File: config.mk
export PLATFORM = sky130hd
export DESIGN_NAME = ssl_top
export DESIGN_NICKNAME = d
export VERILOG_FILES = /design/src/rtl/ssl_pkg.sv /design/src/rtl/ssl_strap_if.sv /design/src/rtl/ssl_strap_decode.sv /design/src/rtl/ssl_top.sv
export SDC_FILE = /design/constraint.sdc
export NUM_CORES = 1
export LEC_CHECK = 0
export ABC_CLOCK_PERIOD_IN_PS = 4400
export BUFFER_PORTS_ARGS = -buffer_cell sky130_fd_sc_hd__buf_2
export CAP_MARGIN = 20
export CORE_MARGIN = 8
export CORE_UTILIZATION = 55
export DETAILED_ROUTE_END_ITERATION = 8
export GPL_ROUTABILITY_DRIVEN = 0
export GPL_TIMING_DRIVEN = 0
export PLACE_DENSITY = 0.82
export RECOVER_POWER = 25
export SYNTH_ARGS = -nofsm -noshare
export SYNTH_HDL_FRONTEND = slang
export SYNTH_HIERARCHICAL = 1
export SYNTH_SLANG_ARGS = --single-unit
File: constraint.sdc
create_clock -name clk -period 4.4 [get_ports clk]
set_input_delay 0.44 -clock clk [delete_from_list [all_inputs] [get_ports clk]]
set_output_delay 0.44 -clock clk [all_outputs]
set_load 0.02 [all_outputs]
File: src/rtl/ssl_pkg.sv
package ssl_pkg;
    // Strap pin sense codes: bit 1 = resistor, bit 0 = pulled toward supply
    localparam logic [1:0] PIN_GND = 2'h0;
    localparam logic [1:0] PIN_VIN = 2'h1;
    localparam logic [1:0] PIN_RES_GND = 2'h2;
    localparam logic [1:0] PIN_RES_VIN = 2'h3;

    localparam logic [6:0] ADDR_40 = 7'h40;
    localparam logic [6:0] ADDR_41 = 7'h41;
    localparam logic [6:0] ADDR_42 = 7'h42;
    localparam logic [6:0] ADDR_43 = 7'h43;
    localparam logic [6:0] ADDR_44 = 7'h44;

    // Setpoints in units of 50 mV
    localparam logic [6:0] BASE_NONE = 7'h08;
    localparam logic [6:0] BASE_H = 7'h10;
    localparam logic [6:0] BASE_M = 7'h18;
    localparam logic [6:0] BASE_L = 7'h20;
    localparam logic [6:0] BASE_HM = 7'h28;
    localparam logic [6:0] BASE_HL = 7'h30;
    localparam logic [6:0] BASE_ML = 7'h38;
    localparam logic [6:0] BASE_HML = 7'h40;
    localparam logic [6:0] STEP_0V75 = 7'h0f;
    localparam logic [6:0] STEP_0V80 = 7'h10;
    localparam logic [6:0] STEP_1V05 = 7'h15;
    localparam logic [6:0] STEP_1V10 = 7'h16;
    localparam logic [6:0] STEP_1V20 = 7'h18;

    // Range codes and conversion of 50 mV units to setpoint codes
    localparam logic [1:0] RANGE_FINE = 2'h2;
    localparam logic [1:0] RANGE_WIDE = 2'h3;
    localparam logic [9:0] FINE_MUL = 10'h00a;
    localparam logic [9:0] FINE_ZERO = 10'h050;
    localparam logic [9:0] WIDE_MUL = 10'h005;
    localparam logic [9:0] WIDE_ZERO = 10'h050;

    // Register byte offsets
    localparam logic [7:0] REG_SETPOINT = 8'h00;
    localparam logic [7:0] REG_SECOND_CONTROL_REGISTER = 8'h04;
    localparam logic [7:0] REG_RAMP = 8'h08;
    localparam logic [7:0] REG_STATUS = 8'h0c;
    localparam logic [7:0] REG_APPLIED = 8'h10;

    // Field positions
    localparam int CTL2_RANGE_LSB = 0;
    localparam int CTL2_SS_LSB = 2;
    localparam int CTL2_RESET_BIT = 7;
    localparam int STAT_ADDR_LSB = 0;
    localparam int STAT_INIT_BIT = 8;
    localparam int STAT_SS_BIT = 9;
    localparam int STAT_EN_BIT = 10;
    localparam int APPL_VSET_LSB = 0;
    localparam int APPL_RANGE_LSB = 8;
    localparam int APPL_SS_LSB = 10;
    localparam int APPL_RAMP_LSB = 12;

    // Reset values
    localparam logic [1:0] SS_DEFAULT = 2'h1;
    localparam logic [1:0] RAMP_DEFAULT = 2'h2;

    // Timing
    localparam int unsigned CLK_MHZ = 250;
    localparam int unsigned STRAP_SENSE_NS = 1000;
    localparam int unsigned STRAP_SENSE_CYC =
        (STRAP_SENSE_NS * CLK_MHZ + 999) / 1000;
    localparam int unsigned SS_0_US = 500;
    localparam int unsigned SS_1_US = 1000;
    localparam int unsigned SS_2_US = 2000;
    localparam int unsigned SS_3_US = 4000;
    localparam int unsigned SS_0_CYC = SS_0_US * CLK_MHZ;
    localparam int unsigned SS_1_CYC = SS_1_US * CLK_MHZ;
    localparam int unsigned SS_2_CYC = SS_2_US * CLK_MHZ;
    localparam int unsigned SS_3_CYC = SS_3_US * CLK_MHZ;

    typedef enum logic [1:0] {
        SSL_LOAD,
        SSL_SENSE,
        SSL_RUN
    } ssl_state_t;
endpackage

File: src/rtl/ssl_strap_if.sv
`timescale 1ns/1ps
interface ssl_strap_if;
    logic [1:0] pin_h;
    logic [1:0] pin_m;
    logic [1:0] pin_l;
    logic [6:0] addr;
    logic [1:0] range;
    logic [7:0] setpoint;
    modport decoder (input pin_h, pin_m, pin_l,
        output addr, range, setpoint);
    modport loader (output pin_h, pin_m, pin_l,
        input addr, range, setpoint);
endinterface // ssl_strap_if

File: src/rtl/ssl_strap_decode.sv
`timescale 1ns/1ps
module ssl_strap_decode (
    ssl_strap_if.decoder sif
);
    import ssl_pkg::*;

    logic [2:0] lvl;
    logic [2:0] res;
    logic [6:0] step;
    logic [9:0] scaled;

    always_comb begin
        lvl = {sif.pin_h[0], sif.pin_m[0], sif.pin_l[0]};
        res = {sif.pin_h[1], sif.pin_m[1], sif.pin_l[1]};
        step = STEP_0V80;
        sif.addr = ADDR_40;
        sif.range = RANGE_WIDE;
        case (res)
            3'b000: begin
                if (lvl == 3'h0) begin
                    step = STEP_0V80;
                    sif.range = RANGE_WIDE;
                end else begin
                    step = BASE_NONE + {4'h0, lvl};
                    sif.range = RANGE_FINE;
                end
            end
            3'b100: begin
                step = BASE_H + {4'h0, lvl};
                sif.addr = ADDR_41;
            end
            3'b010: begin
                step = BASE_M + {4'h0, lvl};
                sif.addr = ADDR_42;
            end
            3'b001: begin
                step = BASE_L + {4'h0, lvl};
                sif.addr = ADDR_43;
            end
            3'b110: begin
                step = BASE_HM + {4'h0, lvl};
            end
            3'b101: begin
                step = BASE_HL + {4'h0, lvl};
                sif.addr = ADDR_41;
            end
            3'b011: begin
                step = BASE_ML + {4'h0, lvl};
                sif.addr = ADDR_42;
            end
            3'b111: begin
                if (!lvl[2]) begin
                    step = BASE_HML + {4'h0, lvl};
                    sif.addr = ADDR_43;
                end else begin
                    sif.addr = ADDR_44;
                    case (lvl[1:0])
                        2'h0: begin
                            step = STEP_0V75;
                            sif.range = RANGE_FINE;
                        end
                        2'h1: step = STEP_1V05;
                        2'h2: step = STEP_1V10;
                        default: step = STEP_1V20;
                    endcase
                end
            end
            default: step = STEP_0V80;
        endcase
        if (sif.range == RANGE_FINE) begin
            scaled = {3'h0, step} * FINE_MUL - FINE_ZERO;
        end else begin
            scaled = {3'h0, step} * WIDE_MUL - WIDE_ZERO;
        end
        sif.setpoint = scaled[7:0];
    end
endmodule // ssl_strap_decode

File: src/rtl/ssl_top.sv
// The Avalon-MM register port and the register offsets are this design's own decisions.
`timescale 1ns/1ps
module ssl_top #(
    parameter int unsigned SS_0_CYCLES = ssl_pkg::SS_0_CYC,
    parameter int unsigned SS_1_CYCLES = ssl_pkg::SS_1_CYC,
    parameter int unsigned SS_2_CYCLES = ssl_pkg::SS_2_CYC,
    parameter int unsigned SS_3_CYCLES = ssl_pkg::SS_3_CYC
) (
    input wire logic clk,
    input wire logic sys_rst,
    input wire logic [1:0] strap_pin_low_order,
    input wire logic [1:0] strap_pin_middle,
    input wire logic [1:0] strap_pin_high_order,
    input wire logic en_pin_i,
    output logic en_pin_o,
    output logic en_pin_oe,
    input wire logic [7:0] avs_address,
    input wire logic avs_read,
    input wire logic avs_write,
    input wire logic [31:0] avs_writedata,
    input wire logic [3:0] avs_byteenable,
    output logic [31:0] avs_readdata,
    output logic avs_waitrequest,
    input wire logic [6:0] probe_addr,
    output logic probe_addr_match,
    output logic [6:0] target_address,
    output logic [7:0] target_setpoint,
    output logic [1:0] output_range_field,
    output logic [1:0] soft_start_time_field,
    output logic [1:0] ramp_rate_field,
    output logic soft_start_active,
    output logic converter_enable,
    output logic init_done
);
    import ssl_pkg::*;

    ssl_state_t state_reg;
    logic [9:0] sense_cnt_reg;
    logic [6:0] addr_reg;
    logic [7:0] vset_reg;
    logic [1:0] range_reg;
    logic [1:0] ss_reg;
    logic [1:0] ramp_reg;
    logic [7:0] act_vset_reg;
    logic [1:0] act_range_reg;
    logic [1:0] act_ss_reg;
    logic [1:0] act_ramp_reg;
    logic conv_en_reg;
    logic ss_active_reg;
    logic [19:0] ss_cnt_reg;
    logic en_oe_reg;
    logic waitreq_reg;
    logic [31:0] rdata_reg;
    logic match_reg;
    logic done_reg;

    logic sense_end;
    logic wr_fire;
    logic sw_reset;
    logic en_rise;
    logic [31:0] rd_next;

    ssl_strap_if sif ();

    assign sif.pin_h = strap_pin_high_order;
    assign sif.pin_m = strap_pin_middle;
    assign sif.pin_l = strap_pin_low_order;

    ssl_strap_decode u_decode (
        .sif(sif)
    );

    function automatic logic [19:0] ss_cycles(input logic [1:0] code);
        case (code)
            2'h0: ss_cycles = 20'(SS_0_CYCLES);
            2'h1: ss_cycles = 20'(SS_1_CYCLES);
            2'h2: ss_cycles = 20'(SS_2_CYCLES);
            default: ss_cycles = 20'(SS_3_CYCLES);
        endcase
    endfunction

    assign sense_end = (state_reg == SSL_SENSE) && (sense_cnt_reg == 10'h000);
    assign wr_fire = avs_write && !waitreq_reg;
    assign sw_reset = wr_fire && (avs_address == REG_SECOND_CONTROL_REGISTER) &&
        avs_byteenable[0] && avs_writedata[CTL2_RESET_BIT];
    assign en_rise = en_pin_i && !conv_en_reg && (state_reg == SSL_RUN) &&
        !sw_reset;

    // Initialization sequencer
    always_ff @(posedge clk) begin
        if (sys_rst) begin
            state_reg <= SSL_LOAD;
            sense_cnt_reg <= 10'h000;
        end else begin
            case (state_reg)
                SSL_LOAD: begin
                    state_reg <= SSL_SENSE;
                    sense_cnt_reg <= 10'(STRAP_SENSE_CYC - 1);
                end
                SSL_SENSE: begin
                    if (sense_end) begin
                        state_reg <= SSL_RUN;
                    end else begin
                        sense_cnt_reg <= sense_cnt_reg - 10'h001;
                    end
                end
                SSL_RUN: begin
                    if (sw_reset) begin
                        state_reg <= SSL_LOAD;
                    end
                end
                default: state_reg <= SSL_LOAD;
            endcase
        end
    end

    // Enable pin pulldown while not yet initialized
    always_ff @(posedge clk) begin
        if (sys_rst) begin
            en_oe_reg <= 1'b1;
            done_reg <= 1'b0;
        end else begin
            en_oe_reg <= !sense_end && !(state_reg == SSL_RUN && !sw_reset);
            done_reg <= sense_end || (state_reg == SSL_RUN && !sw_reset);
        end
    end

    // Latched strap results, caught only at the end of sensing
    always_ff @(posedge clk) begin
        if (sys_rst) begin
            addr_reg <= ADDR_40;
        end else if (sense_end) begin
            addr_reg <= sif.addr;
        end
    end

    always_ff @(posedge clk) begin
        if (sys_rst) begin
            match_reg <= 1'b0;
        end else begin
            match_reg <= done_reg && (probe_addr == addr_reg);
        end
    end

    // Shadow registers written by software
    always_ff @(posedge clk) begin
        if (sys_rst) begin
            vset_reg <= 8'h00;
            range_reg <= RANGE_WIDE;
            ss_reg <= SS_DEFAULT;
            ramp_reg <= RAMP_DEFAULT;
        end else if (sense_end) begin
            vset_reg <= sif.setpoint;
            range_reg <= sif.range;
            ss_reg <= SS_DEFAULT;
            ramp_reg <= RAMP_DEFAULT;
        end else if (wr_fire && avs_byteenable[0]) begin
            case (avs_address)
                REG_SETPOINT: vset_reg <= avs_writedata[7:0];
                REG_SECOND_CONTROL_REGISTER: begin
                    range_reg <= avs_writedata[CTL2_RANGE_LSB +: 2];
                    ss_reg <= avs_writedata[CTL2_SS_LSB +: 2];
                end
                REG_RAMP: ramp_reg <= avs_writedata[1:0];
                default: ;
            endcase
        end
    end

    // Converter enable and soft-start timing
    always_ff @(posedge clk) begin
        if (sys_rst) begin
            conv_en_reg <= 1'b0;
            ss_active_reg <= 1'b0;
            ss_cnt_reg <= 20'h00000;
        end else if (state_reg != SSL_RUN || sw_reset || !en_pin_i) begin
            conv_en_reg <= 1'b0;
            ss_active_reg <= 1'b0;
            ss_cnt_reg <= 20'h00000;
        end else if (en_rise) begin
            conv_en_reg <= 1'b1;
            ss_active_reg <= 1'b1;
            ss_cnt_reg <= ss_cycles(ss_reg) - 20'h00001;
        end else if (ss_active_reg) begin
            if (ss_cnt_reg == 20'h00000) begin
                ss_active_reg <= 1'b0;
            end else begin
                ss_cnt_reg <= ss_cnt_reg - 20'h00001;
            end
        end
    end

    // Applied values: loaded at enable; during soft start only ramp follows its shadow; all follow shadows after soft start; held while off
    always_ff @(posedge clk) begin
        if (sys_rst) begin
            act_vset_reg <= 8'h00;
            act_range_reg <= RANGE_WIDE;
            act_ss_reg <= SS_DEFAULT;
            act_ramp_reg <= RAMP_DEFAULT;
        end else if (sense_end) begin
            act_vset_reg <= sif.setpoint;
            act_range_reg <= sif.range;
            act_ss_reg <= SS_DEFAULT;
            act_ramp_reg <= RAMP_DEFAULT;
        end else if (en_rise || (conv_en_reg && !ss_active_reg)) begin
            act_vset_reg <= vset_reg;
            act_range_reg <= range_reg;
            act_ss_reg <= ss_reg;
            act_ramp_reg <= ramp_reg;
        end else if (conv_en_reg) begin
            act_ramp_reg <= ramp_reg;
        end
    end

    always_comb begin
        rd_next = 32'h00000000;
        case (avs_address)
            REG_SETPOINT: rd_next[7:0] = vset_reg;
            REG_SECOND_CONTROL_REGISTER: begin
                rd_next[CTL2_RANGE_LSB +: 2] = range_reg;
                rd_next[CTL2_SS_LSB +: 2] = ss_reg;
            end
            REG_RAMP: rd_next[1:0] = ramp_reg;
            REG_STATUS: begin
                rd_next[STAT_ADDR_LSB +: 7] = addr_reg;
                rd_next[STAT_INIT_BIT] = done_reg;
                rd_next[STAT_SS_BIT] = ss_active_reg;
                rd_next[STAT_EN_BIT] = conv_en_reg;
            end
            REG_APPLIED: begin
                rd_next[APPL_VSET_LSB +: 8] = act_vset_reg;
                rd_next[APPL_RANGE_LSB +: 2] = act_range_reg;
                rd_next[APPL_SS_LSB +: 2] = act_ss_reg;
                rd_next[APPL_RAMP_LSB +: 2] = act_ramp_reg;
            end
            default: rd_next = 32'h00000000;
        endcase
    end

    // Bus slave: one-cycle answer once initialization is done
    always_ff @(posedge clk) begin
        if (sys_rst) begin
            waitreq_reg <= 1'b1;
            rdata_reg <= 32'h00000000;
        end else if (waitreq_reg && done_reg && (avs_read || avs_write)) begin
            waitreq_reg <= 1'b0;
            rdata_reg <= avs_read ? rd_next : 32'h00000000;
        end else begin
            waitreq_reg <= 1'b1;
        end
    end

    assign en_pin_o = 1'b0;
    assign en_pin_oe = en_oe_reg;
    assign avs_readdata = rdata_reg;
    assign avs_waitrequest = waitreq_reg;
    assign probe_addr_match = match_reg;
    assign target_address = addr_reg;
    assign target_setpoint = act_vset_reg;
    assign output_range_field = act_range_reg;
    assign soft_start_time_field = act_ss_reg;
    assign ramp_rate_field = act_ramp_reg;
    assign soft_start_active = ss_active_reg;
    assign converter_enable = conv_en_reg;
    assign init_done = done_reg;
endmodule // ssl_top

## Word-level counts from Yosys, hierarchy flattened

Cells that the tools add are included.

| word-level totals | value |
|---|---|
| register bits | 105 |
| output and inout port bits | 60 |
| input port bits | 62 |
| word-level logic and storage cells | 157 |

| operators by class | value |
|---|---|
| add/subtract/negate cells | 13 |
| multiplexer cells | 46 |
| reductions and logical operators | 53 |
| eq/ne operators | 24 |
| multiply operators | 2 |

Operators with widths:

| cell | number |
|---|---|
| $mux W20 | 6 |
| $pmux W20 S3 | 1 |
| $pmux W7 S8 | 1 |
| $mux W8 | 6 |
| $sub A20 B1 Y20 const B | 2 |
| $add A6 B3 Y7 const A | 4 |
| $pmux W7 S4 | 1 |
| $logic_not A20 Y1 | 1 |
| $mux W2 | 10 |
| $pmux W10 S2 | 1 |
| $eq A8 B4 Y1 const B | 2 |
| $sub A8 B7 Y8 const B | 2 |
| $logic_and A1 B1 Y1 | 15 |
| $pmux W5 S3 | 1 |
| $mux W14 | 1 |
| $mux W7 | 2 |
| $reduce_and A2 Y1 | 7 |
| $reduce_bool A2 Y1 | 7 |
| $add A5 B3 Y6 const A | 2 |
| $eq A3 B3 Y1 const B | 4 |
| $logic_not A10 Y1 | 1 |
| $mux W10 | 1 |
| $ne A2 B2 Y1 const B | 5 |
| $pmux W2 S5 | 1 |
| 26 further kinds | 54 |

## Depth between registers and ports, before layout

| depth | value |
|---|---|
| word-level depth | 12 |
| depth in mapped cells | 15 |
| depth with buffers taken out | 15 |

## Modules after synthesis

The synthesis kept the hierarchy.

By module, submodules not included:

| module | times used | cells an instance | area an instance (sq um) | seq. area each (sq um) |
|---|---|---|---|---|
| ssl_top | 1 | 519 | 4395.5 | 1741.7 |
| ssl_strap_decode | 1 | 111 | 868.3 | 0.0 |

## Worst setup path before layout

No wires, ideal clock.

| timing path | value |
|---|---|
| path type | in2reg |
| from | in strap_pin_middle[0] |
| to | reg act_vset_reg[7], in the netlist target_setpoint[7] |
| setup time | 0.074 ns |
| path slack | 0.857 ns |
| stages on the path | 15 |
| buffers on the path | 0 |
| arrival time | 3.469 ns |
| cells stage by stage | inv_1 ha_1 nand2b_2 o31a_1 o221a_1 ha_1 ha_1 inv_1 fa_1 xor2_1 or3_1 a2111oi_2 nand4b_1 o21bai_1 a31oi_1 |

| between the ends | value |
|---|---|
| cells in the longest elaborated chain, start to end | 8 |
| elaborated cells between the ends (all ways) | 27 |
| classes of those cells | 10 x add/sub; 2 x mul; 3 x eq/ne; 10 x mux; 2 x reduce/logical |

Ends and longest elaborated chain:

| item | line | source |
|---|---|---|
| from (decl) | ssl_top.sv:12 | `input wire logic [1:0] strap_pin_middle,` |
| parallel branches: the longest is 6 deep, another holds $mul A7 B3 Y8 | n/a |  |
| $mux W8 * | ssl_strap_decode.sv:70 | `if (sif.range == RANGE_FINE) begin` |
| named net sif.setpoint[7] | ssl_strap_if.sv:8 | `logic [7:0] setpoint;` |
| $mux W8 * | ssl_top.sv:200 | `end else if (sense_end) begin` |
| to (signal assigned) | ssl_top.sv:201 | `act_vset_reg <= sif.setpoint;` |
| to (signal assigned) | ssl_top.sv:206 | `act_vset_reg <= vset_reg;` |
| to (decl) | ssl_top.sv:44 | `logic [7:0] act_vset_reg;` |

Mark *: on every way through the listed nets, which the timed path passes.
A chain may end at the register's enable or synchronous reset.

## Worst setup path in the final report

Ends and elaborated chain as after synthesis.

==> flow_summary_export.csv <==
group,metric,value,unit
run_status,status,"finished, final reports clean",
setup_path,reg2reg_from,"avs_waitrequest",
power_and_ir_drop,p_clk_share,33.3,%
power_and_ir_drop,vdd_drop_max,0.1554,mV
setup_path,worstPathArrival,4.06,ns
detailed_routing,drt-total-wl,13530,µm
finish,regArea,1742,µm²
setup_path,startpoint,"strap_pin_middle[0]",
sta,fin_crit,3.764,ns
detailed_routing,firstDrtPassIters,5,
synth,synth.avg_cell_area,8.355,µm²
floorplanning,die_area,12960,µm²
setup_path,crit_fanout,7,
sta,report.final.slew_viol_count,0,
finish,areaGrowthSynthToFinish,14.74,%
place,place_area,5874,µm²
detailed_routing,via_per_inst,5.597,
synth,ys_seq_area_share,33.09,%
finish,drive_above_1_share,15.36,%
sta,setup_viol,0,
place,hpwlAfterDp,10510,µm
synth,syn-instance-count,630,
sta,max_slew.worst_pin.slew,1.067,ns
min_path,hold_start,"avs_writedata[2]",
synth,synth-simple-area-share,22.11,%
grt,first_global_vias,4555,
cts,cts_num_sinks,87,
power_and_ir_drop,power_frac_seq,48.4,%
detailed_routing,wire_per_inst,15.54,µm
power_and_ir_drop,power_switching_share,28.46,%
setup_path,worstPathRequired,4.70,ns
grt,grt_pass1_wl,22030,µm
synth,synth_top_area_share,33.09,%
synth,synthAdderAreaFrac,6.988,%
sta,slew_headroom,27.90,%
finish,diodes,0,
finish,largest_reg_flops,20,
power_and_ir_drop,p_int,1211,µW
detailed_routing,num_vias,4875,
floorplanning,die_x,113.8,µm
sta,holdWs,0.3518,ns
sta,max_freq,265.7,MHz
power_and_ir_drop,p_switching,481.8,µW
synth,syn-cell-area,5264,µm²
synth,synth_ff_type,"dfxtp_1",
grt,grt-ovfl-total,0,
cts,cts_tree,"built",
synth,ys_seq_elements,87,
cts,postCtsSetupRepairBufs,0,
sta,post-route-period-util,85.54,%
floorplanning,io_pins,122,
job,maxCapViolations,0,
cts,cts_resized,0,
sta,rsz0062_at_grt,"false",
finish,postLayoutCoreUtil,65.05,%
sta,hold_viol,0,
finish,layout_commonest_cell,"dfxtp_1",
sta,fin_ws,0.6361,ns
floorplanning,fp.dieH,113.8,µm
synth,async_flop_share,0,%
grt,antenna_found_initial,0,
floorplanning,initial_core_util,56.70,%
grt,grtUsageTotal,20.54,%
finish,design_area,6040,µm²
cts,numCtsBuffers,9,
place,pre_cts_ws,0.2890,ns
sta,finalSetupTns,0,ns
cts,cts_buffer_depth,2,
synth,synth-compound-area-share,17.68,%
power_and_ir_drop,power_density,280.3,nW/µm²
cts,clock-root-buffer,"clkbuf_8",
synth,synth_xor_area_share,6.418,%
detailed_routing,ant_nets,0,
synth,synth.area.top_cells,"dfxtp_1 33%, ha_1 5.5%, a21oi_1 4.9%",
setup_path,endpoint_kind,"flop",
power_and_ir_drop,leakagePower,0.002434,µW
cts,clk_pin_slew,0.09,ns
grt,grt_start_max_net_pins,15,
synth,synth_edf_count,0,
floorplanning,rows,35,
synth,synth.distinct_cells,76,
min_path,hold_path.class,"in -> reg",
place,portBuffers,74,
synth,yosysTopAreaCell,"dfxtp_1",
finish,mostFrequentLayoutCells,"87 x dfxtp_1, 60 x nand2_1, 58 x clkbuf_1",
finish,final_nets,826,
sta,skew,0.01182,ns
synth,synthMuxAreaShare,5.633,%
finish,fillers,813,
synth,ys.warnings.count,6,
setup_path,start_kind,"primary input",
cts,ctsHoldBuffers,0,
floorplanning,core_area,9284,µm²
finish,multiInputGateArea,3187,µm²
setup_path,critical_path_class,"in -> reg",
cts,htree_num_levels,3,
cts,clock_latency,0.36,ns
power_and_ir_drop,p_comb_share,18.3,%
detailed_routing,drt_iter0_drc,287,
detailed_routing,drc_errors,0,
synth,synth_top_family_by_area,"simple AND/OR/NAND/NOR gates",
-- cells by family (layout without fill, tap and decap cells) --
kind of cell | Yosys count | after routing
AOI/OAI and AO/OA | 145 | 145
xor gates and xnor gates | 37 | 37
adders and majority gates | 27 | 27
buffers and inverters | 81 | 172
DFF | 87 | 87
muxes | 29 | 29
other | 3 | 24
and+or+nand+nor | 221 | 221
-- worst paths after layout --
| check | slack, ns | endpoint | cells past startpoint |
|---|---|---|---|
| setup / recovery | 0.64 | target_setpoint[7] | 16 |
| hold / removal | 0.35 | ss_reg[0] | 3 |
| setup reg to reg | 0.94 | ss_cnt_reg[12] | 12 |
| hold reg to reg | 0.47 | avs_readdata[10] | 2 |
-- stage by stage --
stage | cells | total power (µW)
after floorplan | 651 | 1062
after global placement | 854 | 1128
final | 871 | 1693
after detailed placement | 854 | 1140
after global routing | 871 | 1765
after CTS | 870 | 1696
-- critical path, stage by stage --
cell and delay [ns]:
buf_2 0.15, inv_1 0.13, ha_1 0.30, nand2b_2 0.13
o31a_1 0.25, o221a_1 0.27, ha_1 0.29, ha_1 0.19
inv_1 0.07, fa_1 0.37, xor2_1 0.20, or3_1 0.43
a2111oi_2 0.39, nand4b_1 0.17, o21bai_1 0.13, a31oi_1 0.16
-- power by group through the flow --
stage / combinational [µW] / clock (µW) / sequential, µW
floorplan: 224 / 0 / 838
detailed placement: 303 / 0 / 837
finish: 310 / 564 / 819
global placement: 292 / 0 / 836
CTS: 306 / 571 / 818
global route: 344 / 599 / 821
-- area by class of cell --
class                           count  share of cell area (%)
Tap cell                          129                   2.672
Clock buffer                       11                   2.341
Buffer                             56                   5.221
Inverter                           25                   1.637
Sequential cell                    87                   28.84
Clock inverter                      5                  0.9530
Multi-Input combinational cell    483                   52.77
Timing Repair Buffer               75                   5.573
-- layer usage --
metal  share of wire [%]  GRT usage [%]  vias to the layer above  routed length, µm
met3                 7.9          4.754                       18               1063
met4                 1.5          7.098                        0                208
li1                    -              -                     2415                  -
met5                   0              0                        -                  0
met1                  44          26.01                     2279               5969
met2                  46          33.45                      163               6291
-- synth_stat cells (3+ instances only) --
cell type,number
o31ai_1,4
nor2_1,46
or3_1,13
o21ai_1,5
or2_2,3
nor4b_1,4
nand2b_1,4
xor2_1,14
a21oi_1,52
a21o_1,4
nor2b_1,6
nor3_1,24
and2_1,3
ha_1,23
inv_2,3
inv_1,20
buf_4,24
mux2_2,5
o21bai_1,8
clkbuf_1,26
nor4_1,11
nand3b_1,4
dfxtp_1,87
conb_1,3
buf_2,3
a31oi_1,12
and3_1,6
nor3_2,3
or4_1,4
mux2i_1,24
nand3_1,13
a22oi_1,13
xnor2_1,22
o21ai_0,18
nand2_1,60
o22ai_1,4
fa_1,4
nand4_1,4
(Power assumes the default switching activity.)
